<file path="config.mk">
export PLATFORM = sky130hd
export DESIGN_NAME = pmcg_top
export DESIGN_NICKNAME = d
export VERILOG_FILES = /design/src/rtl/pmcg_pkg.sv /design/src/rtl/pmcg_top.sv /design/src/rtl/pmcg_sync.sv
export VERILOG_INCLUDE_DIRS = /design/src /design/src/rtl
export SDC_FILE = /design/constraint.sdc
export NUM_CORES = 1
export LEC_CHECK = 0
export CAP_MARGIN = 30
export CORE_MARGIN = 2
export CORE_UTILIZATION = 25
export CTS_CLUSTER_DIAMETER = 150
export DETAILED_ROUTE_END_ITERATION = 8
export DONT_BUFFER_PORTS = 1
export PLACE_DENSITY = 0.43
export SYNTH_ARGS = -nofsm -noshare
export SYNTH_HDL_FRONTEND = slang
export SYNTH_HIERARCHICAL = 1
export SYNTH_SLANG_ARGS = --single-unit
</file>
<file path="constraint.sdc">
create_clock -name CLK_SYS_IN -period 3.68 [get_ports CLK_SYS_IN]
set_input_delay 0.736 -clock CLK_SYS_IN [delete_from_list [all_inputs] [get_ports CLK_SYS_IN]]
set_output_delay 0.736 -clock CLK_SYS_IN [all_outputs]
set_load 0.01 [all_outputs]
</file>
<file path="src/rtl/pmcg_consts.svh">
// constants for the power mode and clock gating block
`ifndef PMCG_CONSTS_SVH
`define PMCG_CONSTS_SVH
`define PMCG_NUM_UNITS      4
`define PMCG_IDLE_HOLD_CYC  8'h04
`define PMCG_STEP_CYC       8'h02
`define PMCG_LOCK_TIME_NS   1000
`define PMCG_CLK_PERIOD_NS  100
`define PMCG_LOCK_CYC       ((`PMCG_LOCK_TIME_NS + `PMCG_CLK_PERIOD_NS - 1) / `PMCG_CLK_PERIOD_NS)
`define PMCG_UNIT_EN_RST    4'hf
`endif

</file>
<file path="src/rtl/pmcg_pkg.sv">
// types for the power mode and clock gating block
package pmcg_pkg;
  typedef enum logic [2:0] {
    PMCG_RUN      = 3'b000,
    PMCG_IDLE     = 3'b001,
    PMCG_SD_UNITS = 3'b010,
    PMCG_SD_CPU   = 3'b011,
    PMCG_SLEEP    = 3'b100,
    PMCG_WU_LOCK  = 3'b101,
    PMCG_WU_CPU   = 3'b110,
    PMCG_WU_UNITS = 3'b111
  } pmcg_state_e;
  typedef struct packed {
    logic cpu_clk_en;
    logic sys_clk_en;
    logic mem_port_en;
    logic emergency;
  } pmcg_gate_s;
  typedef logic [3:0] pmcg_units_t;
endpackage

</file>
<file path="src/rtl/pmcg_top.sv">
// power mode sequencer with clock gating and lock-loss handling
// What this block does
// - in run mode unit clocks follow software unit enables and unit demand
// - idle entry gates processor clock off until a wake condition
// - idle is entered only on software request with no pending work
// - peripherals stay clocked during idle
// - peripheral access to processor-local memory served during idle
// - wake from idle on reset, watchdog, nmi falling edge, enabled irq
// - deep sleep stops system clock; only external wake restarts
// - deep sleep entry runs an ordered shutdown sequence
// - idle or unneeded units are gated automatically, reenabled on demand
// - loss of pll lock outside sleep and the lock wait triggers emergency handling
`timescale 1ns/1ps
`include "pmcg_consts.svh"
module pmcg_top (
  // clock and reset
  input  wire logic                 CLK_SYS_IN,
  input  wire logic                 RST_IN,
  // software requests, same clock
  input  wire logic                 IDLE_REQ_IN,
  input  wire logic                 SLEEP_REQ_IN,
  input  wire logic                 CPU_BUSY_IN,
  input  wire pmcg_pkg::pmcg_units_t UNIT_EN_IN,
  input  wire pmcg_pkg::pmcg_units_t UNIT_BUSY_IN,
  // wake sources, same clock
  input  wire logic                 WDT_EVENT_IN,
  input  wire logic                 IRQ_PEND_IN,
  // pins from outside
  input  wire logic                 NMI_PIN_N_IN,
  input  wire logic                 EXT_WAKE_IN,
  input  wire logic                 PLL_LOCK_IN,
  // clock gate and mode outputs
  output pmcg_pkg::pmcg_gate_s      GATE_OUT,
  output pmcg_pkg::pmcg_units_t     UNIT_CLK_EN_OUT,
  output pmcg_pkg::pmcg_state_e     MODE_OUT
);
  import pmcg_pkg::*;

  logic [2:0]  pin_sync;
  logic        nmi_n_s;
  logic        ext_wake_s;
  logic        lock_s;
  logic        nmi_n_prev_reg;
  logic        nmi_fall;
  logic        lock_prev_reg;
  logic        lock_lost;
  logic [7:0]  step_reg;
  logic [7:0]  lockw_reg;
  logic        step_done;
  pmcg_state_e state_reg;
  pmcg_state_e state_next;

  // pins pass two flops before use; nmi goes in inverted so the cleared
  // synchroniser matches the idle pin and no false edge follows reset
  pmcg_sync #(.W(3)) u_sync (
    .clk_in (CLK_SYS_IN),
    .rst_in (RST_IN),
    .d_in   ({~NMI_PIN_N_IN, EXT_WAKE_IN, PLL_LOCK_IN}),
    .q_out  (pin_sync)
  );
  assign nmi_n_s    = ~pin_sync[2];
  assign ext_wake_s = pin_sync[1];
  assign lock_s     = pin_sync[0];

  // edge detectors on synchronised levels
  always_ff @(posedge CLK_SYS_IN) begin
    if (RST_IN) begin
      nmi_n_prev_reg <= 1'b1;
      lock_prev_reg  <= 1'b0;
    end else begin
      nmi_n_prev_reg <= nmi_n_s;
      lock_prev_reg  <= lock_s;
    end
  end
  assign nmi_fall  = nmi_n_prev_reg & ~nmi_n_s;
  assign lock_lost = lock_prev_reg & ~lock_s;

  // step timer for sequence phases
  // restarts on every state change, so each phase gets its full count
  always_ff @(posedge CLK_SYS_IN) begin
    if (RST_IN || state_next != state_reg) begin
      step_reg <= 8'h00;
    end else if (step_reg != 8'hff) begin
      step_reg <= step_reg + 8'h01;
    end
  end
  assign step_done = (step_reg >= `PMCG_STEP_CYC - 8'h01);

  // minimum wait for lock after restart, bounded by lock input
  // a lock flag still high from before sleep is not trusted on its own
  always_ff @(posedge CLK_SYS_IN) begin
    if (RST_IN || state_reg != PMCG_WU_LOCK) begin
      lockw_reg <= 8'h00;
    end else if (lockw_reg != 8'hff) begin
      lockw_reg <= lockw_reg + 8'h01;
    end
  end

  // mode sequencer
  // sleep wins over idle when both are asked in the same cycle
  always_comb begin
    state_next = state_reg;
    unique case (state_reg)
      PMCG_RUN: begin
        if (SLEEP_REQ_IN && !CPU_BUSY_IN) begin
          state_next = PMCG_SD_UNITS;
        end else if (IDLE_REQ_IN && !CPU_BUSY_IN) begin
          state_next = PMCG_IDLE;
        end
      end
      PMCG_IDLE: begin
        if (WDT_EVENT_IN || nmi_fall || IRQ_PEND_IN) begin
          state_next = PMCG_RUN;
        end
      end
      PMCG_SD_UNITS: if (step_done) state_next = PMCG_SD_CPU;
      PMCG_SD_CPU:   if (step_done) state_next = PMCG_SLEEP;
      PMCG_SLEEP:    if (ext_wake_s) state_next = PMCG_WU_LOCK;
      PMCG_WU_LOCK: begin
        if (lock_s && lockw_reg >= 8'(`PMCG_LOCK_CYC)) state_next = PMCG_WU_CPU;
      end
      PMCG_WU_CPU:   if (step_done) state_next = PMCG_WU_UNITS;
      PMCG_WU_UNITS: if (step_done) state_next = PMCG_RUN;
    endcase
  end

  // state register
  always_ff @(posedge CLK_SYS_IN) begin
    if (RST_IN) begin
      state_reg <= PMCG_RUN;  // reset is also a wake from idle
    end else begin
      state_reg <= state_next;
    end
  end

  // gate outputs registered from next state
  // so every gate changes at the same edge as the state itself
  always_ff @(posedge CLK_SYS_IN) begin
    if (RST_IN) begin
      GATE_OUT <= '{cpu_clk_en: 1'b1, sys_clk_en: 1'b1, mem_port_en: 1'b1, emergency: 1'b0};
    end else begin
      GATE_OUT.cpu_clk_en  <= (state_next == PMCG_RUN) || (state_next == PMCG_SD_UNITS)
                              || (state_next == PMCG_WU_UNITS);
      GATE_OUT.sys_clk_en  <= (state_next != PMCG_SLEEP)
                              && (state_next != PMCG_WU_LOCK);
      GATE_OUT.mem_port_en <= (state_next != PMCG_SLEEP);
      // emergency is sticky until reset; lock loss outside sleep and the lock wait is a fault
      if (lock_lost && state_reg != PMCG_SLEEP && state_reg != PMCG_WU_LOCK) begin
        GATE_OUT.emergency <= 1'b1;
      end
    end
  end

  // unit clocks: software enable and demand, same rule in idle as in run
  // demand gating costs one cycle of latency when a unit wakes
  always_ff @(posedge CLK_SYS_IN) begin
    if (RST_IN) begin
      UNIT_CLK_EN_OUT <= `PMCG_UNIT_EN_RST;
    end else begin
      unique case (state_next)
        PMCG_RUN, PMCG_IDLE: UNIT_CLK_EN_OUT <= UNIT_EN_IN & UNIT_BUSY_IN;
        PMCG_WU_UNITS:       UNIT_CLK_EN_OUT <= UNIT_EN_IN & UNIT_BUSY_IN;
        default:             UNIT_CLK_EN_OUT <= '0;
      endcase
    end
  end

  // mode code for software, in step with the gates
  always_ff @(posedge CLK_SYS_IN) begin
    if (RST_IN) begin
      MODE_OUT <= PMCG_RUN;
    end else begin
      MODE_OUT <= state_next;
    end
  end

  // assertions
  idle_cpu_off_a: assert property (@(posedge CLK_SYS_IN) disable iff (RST_IN)
    state_reg == PMCG_IDLE |-> !GATE_OUT.cpu_clk_en)
    else $error("cpu clock running in idle");
  idle_entry_a: assert property (@(posedge CLK_SYS_IN) disable iff (RST_IN)
    $rose(state_reg == PMCG_IDLE) |-> $past(IDLE_REQ_IN) && !$past(CPU_BUSY_IN))
    else $error("idle entered without request");
  idle_mem_a: assert property (@(posedge CLK_SYS_IN) disable iff (RST_IN)
    state_reg == PMCG_IDLE |-> GATE_OUT.mem_port_en && GATE_OUT.sys_clk_en)
    else $error("memory port closed in idle");
  idle_wake_a: assert property (@(posedge CLK_SYS_IN) disable iff (RST_IN)
    state_reg == PMCG_IDLE && (WDT_EVENT_IN || IRQ_PEND_IN) |=> state_reg == PMCG_RUN)
    else $error("idle did not wake");
  sleep_clk_a: assert property (@(posedge CLK_SYS_IN) disable iff (RST_IN)
    state_reg == PMCG_SLEEP && !ext_wake_s |=> state_reg == PMCG_SLEEP && !GATE_OUT.sys_clk_en)
    else $error("sleep left without wake");
  shutdown_order_a: assert property (@(posedge CLK_SYS_IN) disable iff (RST_IN)
    $rose(state_reg == PMCG_SLEEP) |-> $past(state_reg) == PMCG_SD_CPU)
    else $error("sleep entered out of order");
  lock_emerg_a: assert property (@(posedge CLK_SYS_IN) disable iff (RST_IN)
    lock_lost && state_reg == PMCG_RUN |=> GATE_OUT.emergency)
    else $error("lock loss not flagged");
  wake_order_a: assert property (@(posedge CLK_SYS_IN) disable iff (RST_IN)
    state_reg == PMCG_WU_LOCK && state_next == PMCG_WU_CPU |=> ##[1:3] state_reg == PMCG_WU_UNITS)
    else $error("wake order broken");
  unit_gate_a: assert property (@(posedge CLK_SYS_IN) disable iff (RST_IN)
    state_reg == PMCG_RUN && state_next == PMCG_RUN
      |=> UNIT_CLK_EN_OUT == $past(UNIT_EN_IN & UNIT_BUSY_IN))
    else $error("unit gating wrong");
  run_clk_a: assert property (@(posedge CLK_SYS_IN) disable iff (RST_IN)
    state_reg == PMCG_RUN |-> GATE_OUT.cpu_clk_en && GATE_OUT.sys_clk_en
      && GATE_OUT.mem_port_en)
    else $error("clock off in run");
  idle_units_a: assert property (@(posedge CLK_SYS_IN) disable iff (RST_IN)
    state_reg == PMCG_IDLE && state_next == PMCG_IDLE
      |=> UNIT_CLK_EN_OUT == $past(UNIT_EN_IN & UNIT_BUSY_IN))
    else $error("units not kept in idle");
  nmi_wake_a: assert property (@(posedge CLK_SYS_IN) disable iff (RST_IN)
    state_reg == PMCG_IDLE && nmi_fall |=> state_reg == PMCG_RUN)
    else $error("nmi edge did not wake");
  sd_units_a: assert property (@(posedge CLK_SYS_IN) disable iff (RST_IN)
    state_reg == PMCG_SD_UNITS |-> UNIT_CLK_EN_OUT == 4'h0 && GATE_OUT.cpu_clk_en)
    else $error("units not stopped first");
  idle_cov_c:  cover property (@(posedge CLK_SYS_IN)
    state_reg == PMCG_IDLE ##1 state_reg == PMCG_RUN);
  sleep_cov_c: cover property (@(posedge CLK_SYS_IN)
    state_reg == PMCG_SLEEP ##1 state_reg == PMCG_WU_LOCK);
  emerg_cov_c: cover property (@(posedge CLK_SYS_IN) $rose(GATE_OUT.emergency));
  nmi_cov_c:   cover property (@(posedge CLK_SYS_IN) state_reg == PMCG_IDLE && nmi_fall);
  wake_cov_c:  cover property (@(posedge CLK_SYS_IN)
    state_reg == PMCG_WU_UNITS ##1 state_reg == PMCG_RUN);
endmodule

</file>
<file path="src/rtl/pmcg_sync.sv">
// two flip-flop synchroniser for pin inputs
`timescale 1ns/1ps
module pmcg_sync #(
  parameter int W = 1
) (
  input  wire logic         clk_in,
  input  wire logic         rst_in,
  input  wire logic [W-1:0] d_in,
  output logic      [W-1:0] q_out
);
  logic [W-1:0] meta_reg;
  // first stage read only by the second
  always_ff @(posedge clk_in) begin
    if (rst_in) begin
      meta_reg <= '0;
      q_out    <= '0;
    end else begin
      meta_reg <= d_in;
      q_out    <= meta_reg;
    end
  end
endmodule

</file>
* Yosys cells after proc, flatten, opt, wreduce, memory -nomap -nowiden
Cells that the tools add are included.
** Word-level totals
- Register bits :: 35
- Output and inout port bits :: 11
- Word-level logic and storage cells :: 66
** Operators by class
- Add/sub/neg operators :: 2
- Order comparisons :: 2
- Equal/unequal tests :: 17
- Mux-type cells :: 11
- Bitwise gates (word level) :: 6
- Reductions and logical operators :: 16
** Operators by type and width (number)
- two-way mux 3 bit :: 9
- case mux 3 bit (8 select lines) :: 1
- adder 8 x 1 -> 8 bit, second input constant :: 2
- != test 8 bit, second input constant :: 2
- == test 3 bit, second input constant :: 5
- != test 3 bit, second input constant :: 4
- == test 3 x 2 -> 1 bit, second input constant :: 3
- greater-or-equal comparator 8 x 1 -> 1 bit, second input constant :: 1
- greater-or-equal comparator 8 x 4 -> 1 bit, second input constant :: 1
- == test 3 x 1 -> 1 bit, second input constant :: 2
- logical AND 1 bit :: 6
- logical NOT 3 bit :: 2
- logical OR 1 bit :: 6
- bitwise AND 4 bit :: 1
- two-way mux 4 bit :: 1
- != test 3 bit :: 1
- NOT 1 bit :: 3
- OR reduction 3 bit :: 1
- bitwise AND 1 bit :: 2
- logical NOT 1 bit :: 1

* Depth between registers and ports, before layout
- Depth after elaboration :: 8
- Gate-level depth with buffers :: 8

* Modules after synthesis
Netlist, hierarchy kept.
** By module, submodules not included
- pmcg_top :: times used 1, cells each 159, area each 1408.9 um^2, seq. area each 580.6 um^2
- pmcg_sync :: times used 1, cells each 12, area each 157.7 um^2, seq. area each 120.1 um^2

* Worst setup path after synthesis
No wires, ideal clock.
- Kind :: in2reg
- From :: input WDT_EVENT_IN
- To :: register GATE_OUT[3] (netlist bit)
- Library setup time :: 0.122 ns
- Data arrival time :: 1.905 ns
- Data required time :: 3.558 ns
- Setup slack :: 1.653 ns
- Cell stages on the path :: 5
- Buffers on the path :: 0
- Cell sequence :: a2111oi_1 > a311oi_1 > a211oi_2 > nor3_1 > o32a_1
** On the way
- Longest elaborated chain between the ends :: 7
- Elaborated cells on any way between the ends :: 9
** RTL lines
- start: declaration :: line pmcg_top.sv:26 : input wire logic WDT_EVENT_IN,
- logical OR 1 bit * (2 in series) :: line pmcg_top.sv:112 : if (WDT_EVENT_IN || nmi_fall || IRQ_PEND_IN) begin
- two-way mux 3 bit * :: line pmcg_top.sv:112
- case mux 3 bit (8 select lines) * :: line pmcg_top.sv:103 : unique case (state_reg)
- == test 3 x 2 -> 1 bit / logical NOT 3 bit (equally long branches) :: line pmcg_top.sv:142 : GATE_OUT.cpu_clk_en <= (state_next == PMCG_RUN) || (state_next == PMCG_SD_UNITS)
- logical OR 1 bit :: line pmcg_top.sv:142
- logical OR 1 bit * :: line pmcg_top.sv:143 : || (state_next == PMCG_WU_UNITS);
- end signal: assignment :: line pmcg_top.sv:140 : GATE_OUT <= '{cpu_clk_en: 1'b1, sys_clk_en: 1'b1, mem_port_en: 1'b1, emergency: 1'b0};
- end: declaration :: line pmcg_top.sv:33 : output pmcg_pkg::pmcg_gate_s GATE_OUT,
Every way passes the cells marked *; elsewhere a longest branch is shown, timed or not.
A chain may end at the register's enable or synchronous reset.

* Final worst setup path
- From :: register step_reg[1]
- To :: register step_reg[2]
** On the way
- Longest elaborated chain between the ends :: 5
- Elaborated cells on any way between the ends :: 10
** RTL lines
- start: declaration :: line pmcg_top.sv:47 : logic [7:0] step_reg;
- start signal: assignment :: line pmcg_top.sv:84 : step_reg <= step_reg + 8'h01;
- greater-or-equal comparator 8 x 1 -> 1 bit :: line pmcg_top.sv:87 : assign step_done = (step_reg >= `PMCG_STEP_CYC - 8'h01);
- two-way mux 3 bit, on equally long branches
- case mux 3 bit (8 select lines) :: line pmcg_top.sv:103
- != test 3 bit :: line pmcg_top.sv:81 : if (RST_IN || state_next != state_reg) begin
- logical OR 1 bit :: line pmcg_top.sv:81
Several ways; a longest one is shown, not always the timed one.

==> flow_results.org <==
** Setup path
- Reg-to-reg critical path startpoint :: step_reg[1]
- Internal reg-to-reg setup slack :: 1.41 ns
- Required time of the worst setup path :: 3.89 ns
- STA classifies the critical path startpoint as a flop.
- Along the worst path, the maximum fanout reaches 8.
- CP Data Arrival Time :: 2.48 ns
- Startpoint-to-endpoint class of the critical path :: flop to flop
- Measured in cells, the most critical reg-to-reg path has a length of 7.
- The endpoint identified for the worst register-to-register timing path is step_reg[2].
- STA classifies the critical path endpoint as a flop.

** Hold path
- Destination of the worst hold path :: nmi_n_prev_reg
- Hold depth :: 1
- The worst hold path begins at u_sync/q_out[2].
- HP Class :: flop to flop

** CTS
- Counting the buffers created by CTS gives 5.
- CTS Hold Bufs :: 0
- The later pin in the worst-skew pair is clocked with a latency of 0.28 ns.
- Register clock-pin slew on the reported worst setup and hold paths :: 0.07 ns
- Maximum buffer depth of the clock tree :: 2
- Number of clock sinks :: 35
- TritonCTS built the clock tree.
- The number of gates resized after CTS was 0.
- The clock tree synthesis step divided the H-tree into 2 levels.
- The root buffer cell chosen for the clock tree is sky130_fd_sc_hd__clkbuf_8.
- Setup repair bufs after CTS :: 0

** Pwr
- Internal portion of total power :: 0.6209 mW
- For this design the static power due to leakage is 0.6291 nW.
- Net switching is 29.90% of the power.
- Summed over all nets, the switching power comes to 0.2648 mW.
- Worst IR Drop VDD :: 0.0002259 V
- Power spread over the standard cell area amounts to 515.2 nW/µm².
- In this run, flip-flops and latches consume 51.1% of the power.
- Post-route total power :: 0.8857 mW
- Per report_power, the clock group accounts for 31.1% of the total.
- Combinational cells account for 17.8% of the total power.

** Placement
- At the end of routability-driven placement, the weighted congestion stood at 0.8382.
- Post-placement worst setup slack :: 1.392 ns
- The wire-length estimate of the detail-placed layout is 2635 µm.
- Buffers placed on the I/O ports in this run total 0.

** Route
- Dividing the detail-routed via count by the number of cells gives 5.048.
- The first routing iteration left 73 violations.
- Once detail routing completed, the nets flagged for antenna violations numbered 0.
- Average wire per standard cell :: 14.26 µm
- The first TritonRoute pass finished after 4 iterations.
- Overall routed net length :: 3537 µm
- Detailed-route DRC error count :: 0
- Via count :: 1252

** STA
- In the final timing run, aggregate negative setup slack is 0 ns.
- Worst clock skew on the final layout :: 0.005456 ns
- Final count of negative-setup-slack endpoints :: 0
- Hold is met by 0.3988 ns.
- Minimum clock period :: 2.267 ns
- Setup repair after global routing missed its margin :: no
- Worst Setup Slack, final :: 1.413 ns
- Peak clock frequency supported by timing :: 441.1 MHz
- The count of pins over their slew limit is 0.
- Worst slew slack as a fraction of its limit :: 65.28%
- Worst-Margin Slew :: 0.5196 ns
- Final period utilization :: 61.61%
- The final hold violation count was 0.

** Logic synthesis
- Fraction of synthesis flops using an asynchronous set or reset pin :: 0%
- Of all cell types, the one taking the most synthesized area is sky130_fd_sc_hd__dfxtp_1.
- Sorting the synthesized cells by area gives the leading types as sky130_fd_sc_hd__dfxtp_1, sky130_fd_sc_hd__nor2_1, sky130_fd_sc_hd__ha_1.
- Synth Instances :: 171
- sky130_fd_sc_hd__dfxtp_1 is the most common cell in the netlist.
- Fraction of the yosys area taken by sequential cells :: 44.73%
- Warnings from Yosys :: 6
- Commonest cells post-synth :: sky130_fd_sc_hd__dfxtp_1, sky130_fd_sc_hd__nor2_1, sky130_fd_sc_hd__inv_1
- Synthesis inferred 35 register bits.
- Yosys top cell area share :: 44.73%
- Post-Synthesis Net Count :: 194
- The average instance in the mapped netlist occupies 9.161 µm².
- Synth cell types :: 45
- In the synthesized netlist the dominant register cell turns out to be sky130_fd_sc_hd__dfxtp_1.
- Post-Synthesis Cell Area :: 1567 µm²
- Post-synth EDFFs :: 0

** Cells and area
- Of the cells placed in the final design, the portion with a size suffix greater than 1 is 11.56%.
- Number of nets in the final layout :: 196
- The repair_antennas step left the layout with diodes totalling 0.
- Area added between synthesis and finish :: 9.745%

** Global route
- Met2 Use GR :: 16.50%
- Global routing used 10.63% of the available tracks.
- In the global route stage, met3 resource usage came out at 4.274%.
- Grt peak-use layer :: met2
- Entering global routing, the biggest net connects 20 pins.
- Number of antenna violations at the first check in global routing :: 0
- Global routing consumed, on the met1 layer, 13.02% of the routing resources.
- For this run the aggregate overflow at the end of global routing stands at 0.
- The first global-routing pass estimated 5851 µm of wire.
- Number of global-route vias before repair :: 1249

** Floorplanning
- The core region is 5991 µm².
- I/O pins :: 29
- Once the floorplan was initialized, standard cells occupied 26.15% of the core.
- Horizontal die dimension :: 83.16 µm
- Overall die height :: 83.16 µm
- The floorplan step defined a die boundary enclosing 6916 µm².
- After floorplanning, the core was divided into 28 placement rows.

** Run
- Total of max-cap violations :: 0

** Outcome
- The flow ran to the end, and the final reports show no timing, DRC or antenna violations.
cell families after synthesis:
group | Yosys count | share of synthesized area (%)
AND/OR/NAND/NOR | 73 | 25.80
AO/OA/AOI/OAI | 37 | 17.41
flip-flops | 35 | 44.73
buffers and inverters | 14 | 3.994
XOR/XNOR | 5 | 2.796
adder cells (fa/ha/maj) | 5 | 3.994
multiplexers | 2 | 1.278
worst max-delay path: stages (launching register included):
cell and delay (ns):
sky130_fd_sc_hd__dfxtp_1 0.40, sky130_fd_sc_hd__inv_1 0.09, sky130_fd_sc_hd__ha_1 0.20, sky130_fd_sc_hd__nor4b_2 0.37, sky130_fd_sc_hd__and3_2 0.32, sky130_fd_sc_hd__o41ai_1 0.10, sky130_fd_sc_hd__nand4bb_1 0.46, sky130_fd_sc_hd__nor3_2 0.27
metal layers:
layer	vias up	part of all wire (%)	routed length (µm)
met5	-	0	0
met4	0	2.0	71
met3	10	8.5	302
met2	45	45	1594
met1	577	44	1568
li1	620	-	-
layout make-up:
type,instances,area [µm²]
Clock inverter,1,5.005
Sequential cell,35,700.7
Inverter,9,33.78
Multi-Input combinational cell,122,803.3
Fill cell,635,4272
Tap cell,75,93.84
Clock buffer,6,82.58
placed cells by master (no fill, tap or decap), drive strengths merged, types with 2 or more instances in the layout:
cell and instances:
a211oi 2, o21ai 8, nor3 6, inv 9
nor2 24, a31oi 7, ha 5, mux2i 2
or3 2, nand2 8, a31o 4, a21oi 4
nand4 2, dfxtp 35, a311oi 2, clkbuf 6
nand2b 2, o41ai 2, o211ai 2, and3 6
xnor2 2, nor3b 2, nor2b 6, nand3 7
xor2 3
power by group through the flow:
stage	combinational, mW	sequential (mW)	clock [mW]
2_1_floorplan	0.144	0.443	0
3_3_place_gp	0.151	0.461	0
3_5_place_dp	0.156	0.462	0
4_1_cts	0.157	0.454	0.286
5_1_grt	0.181	0.459	0.303
6_report	0.158	0.453	0.275
worst max-delay path by stage:
| stage | cells past startpoint | startpoint | end | slack [ns] |
|---|---|---|---|---|
| after floorplan | 5 | WDT_EVENT_IN | GATE_OUT[3] | 1.65 |
| after global placement | 5 | WDT_EVENT_IN | step_reg[2] | 1.44 |
| after detailed placement | 5 | WDT_EVENT_IN | step_reg[2] | 1.39 |
| after CTS | 7 | step_reg[1] | step_reg[2] | 1.42 |
| after global routing | 7 | step_reg[1] | step_reg[6] | 1.20 |
| final | 7 | step_reg[1] | step_reg[2] | 1.41 |
per-stage QoR:
step | instances | area [µm²] | utilization [%]
6_report | 248 | 1719 | 28.70
5_1_grt | 248 | 1719 | 28.70
4_1_cts | 248 | 1719 | 28.70
3_5_place_dp | 241 | 1632 | 27.23
3_3_place_gp | 241 | 1632 | 27.23
2_1_floorplan | 171 | 1567 | -
No activity file was read; power rests on OpenSTA's default activity.
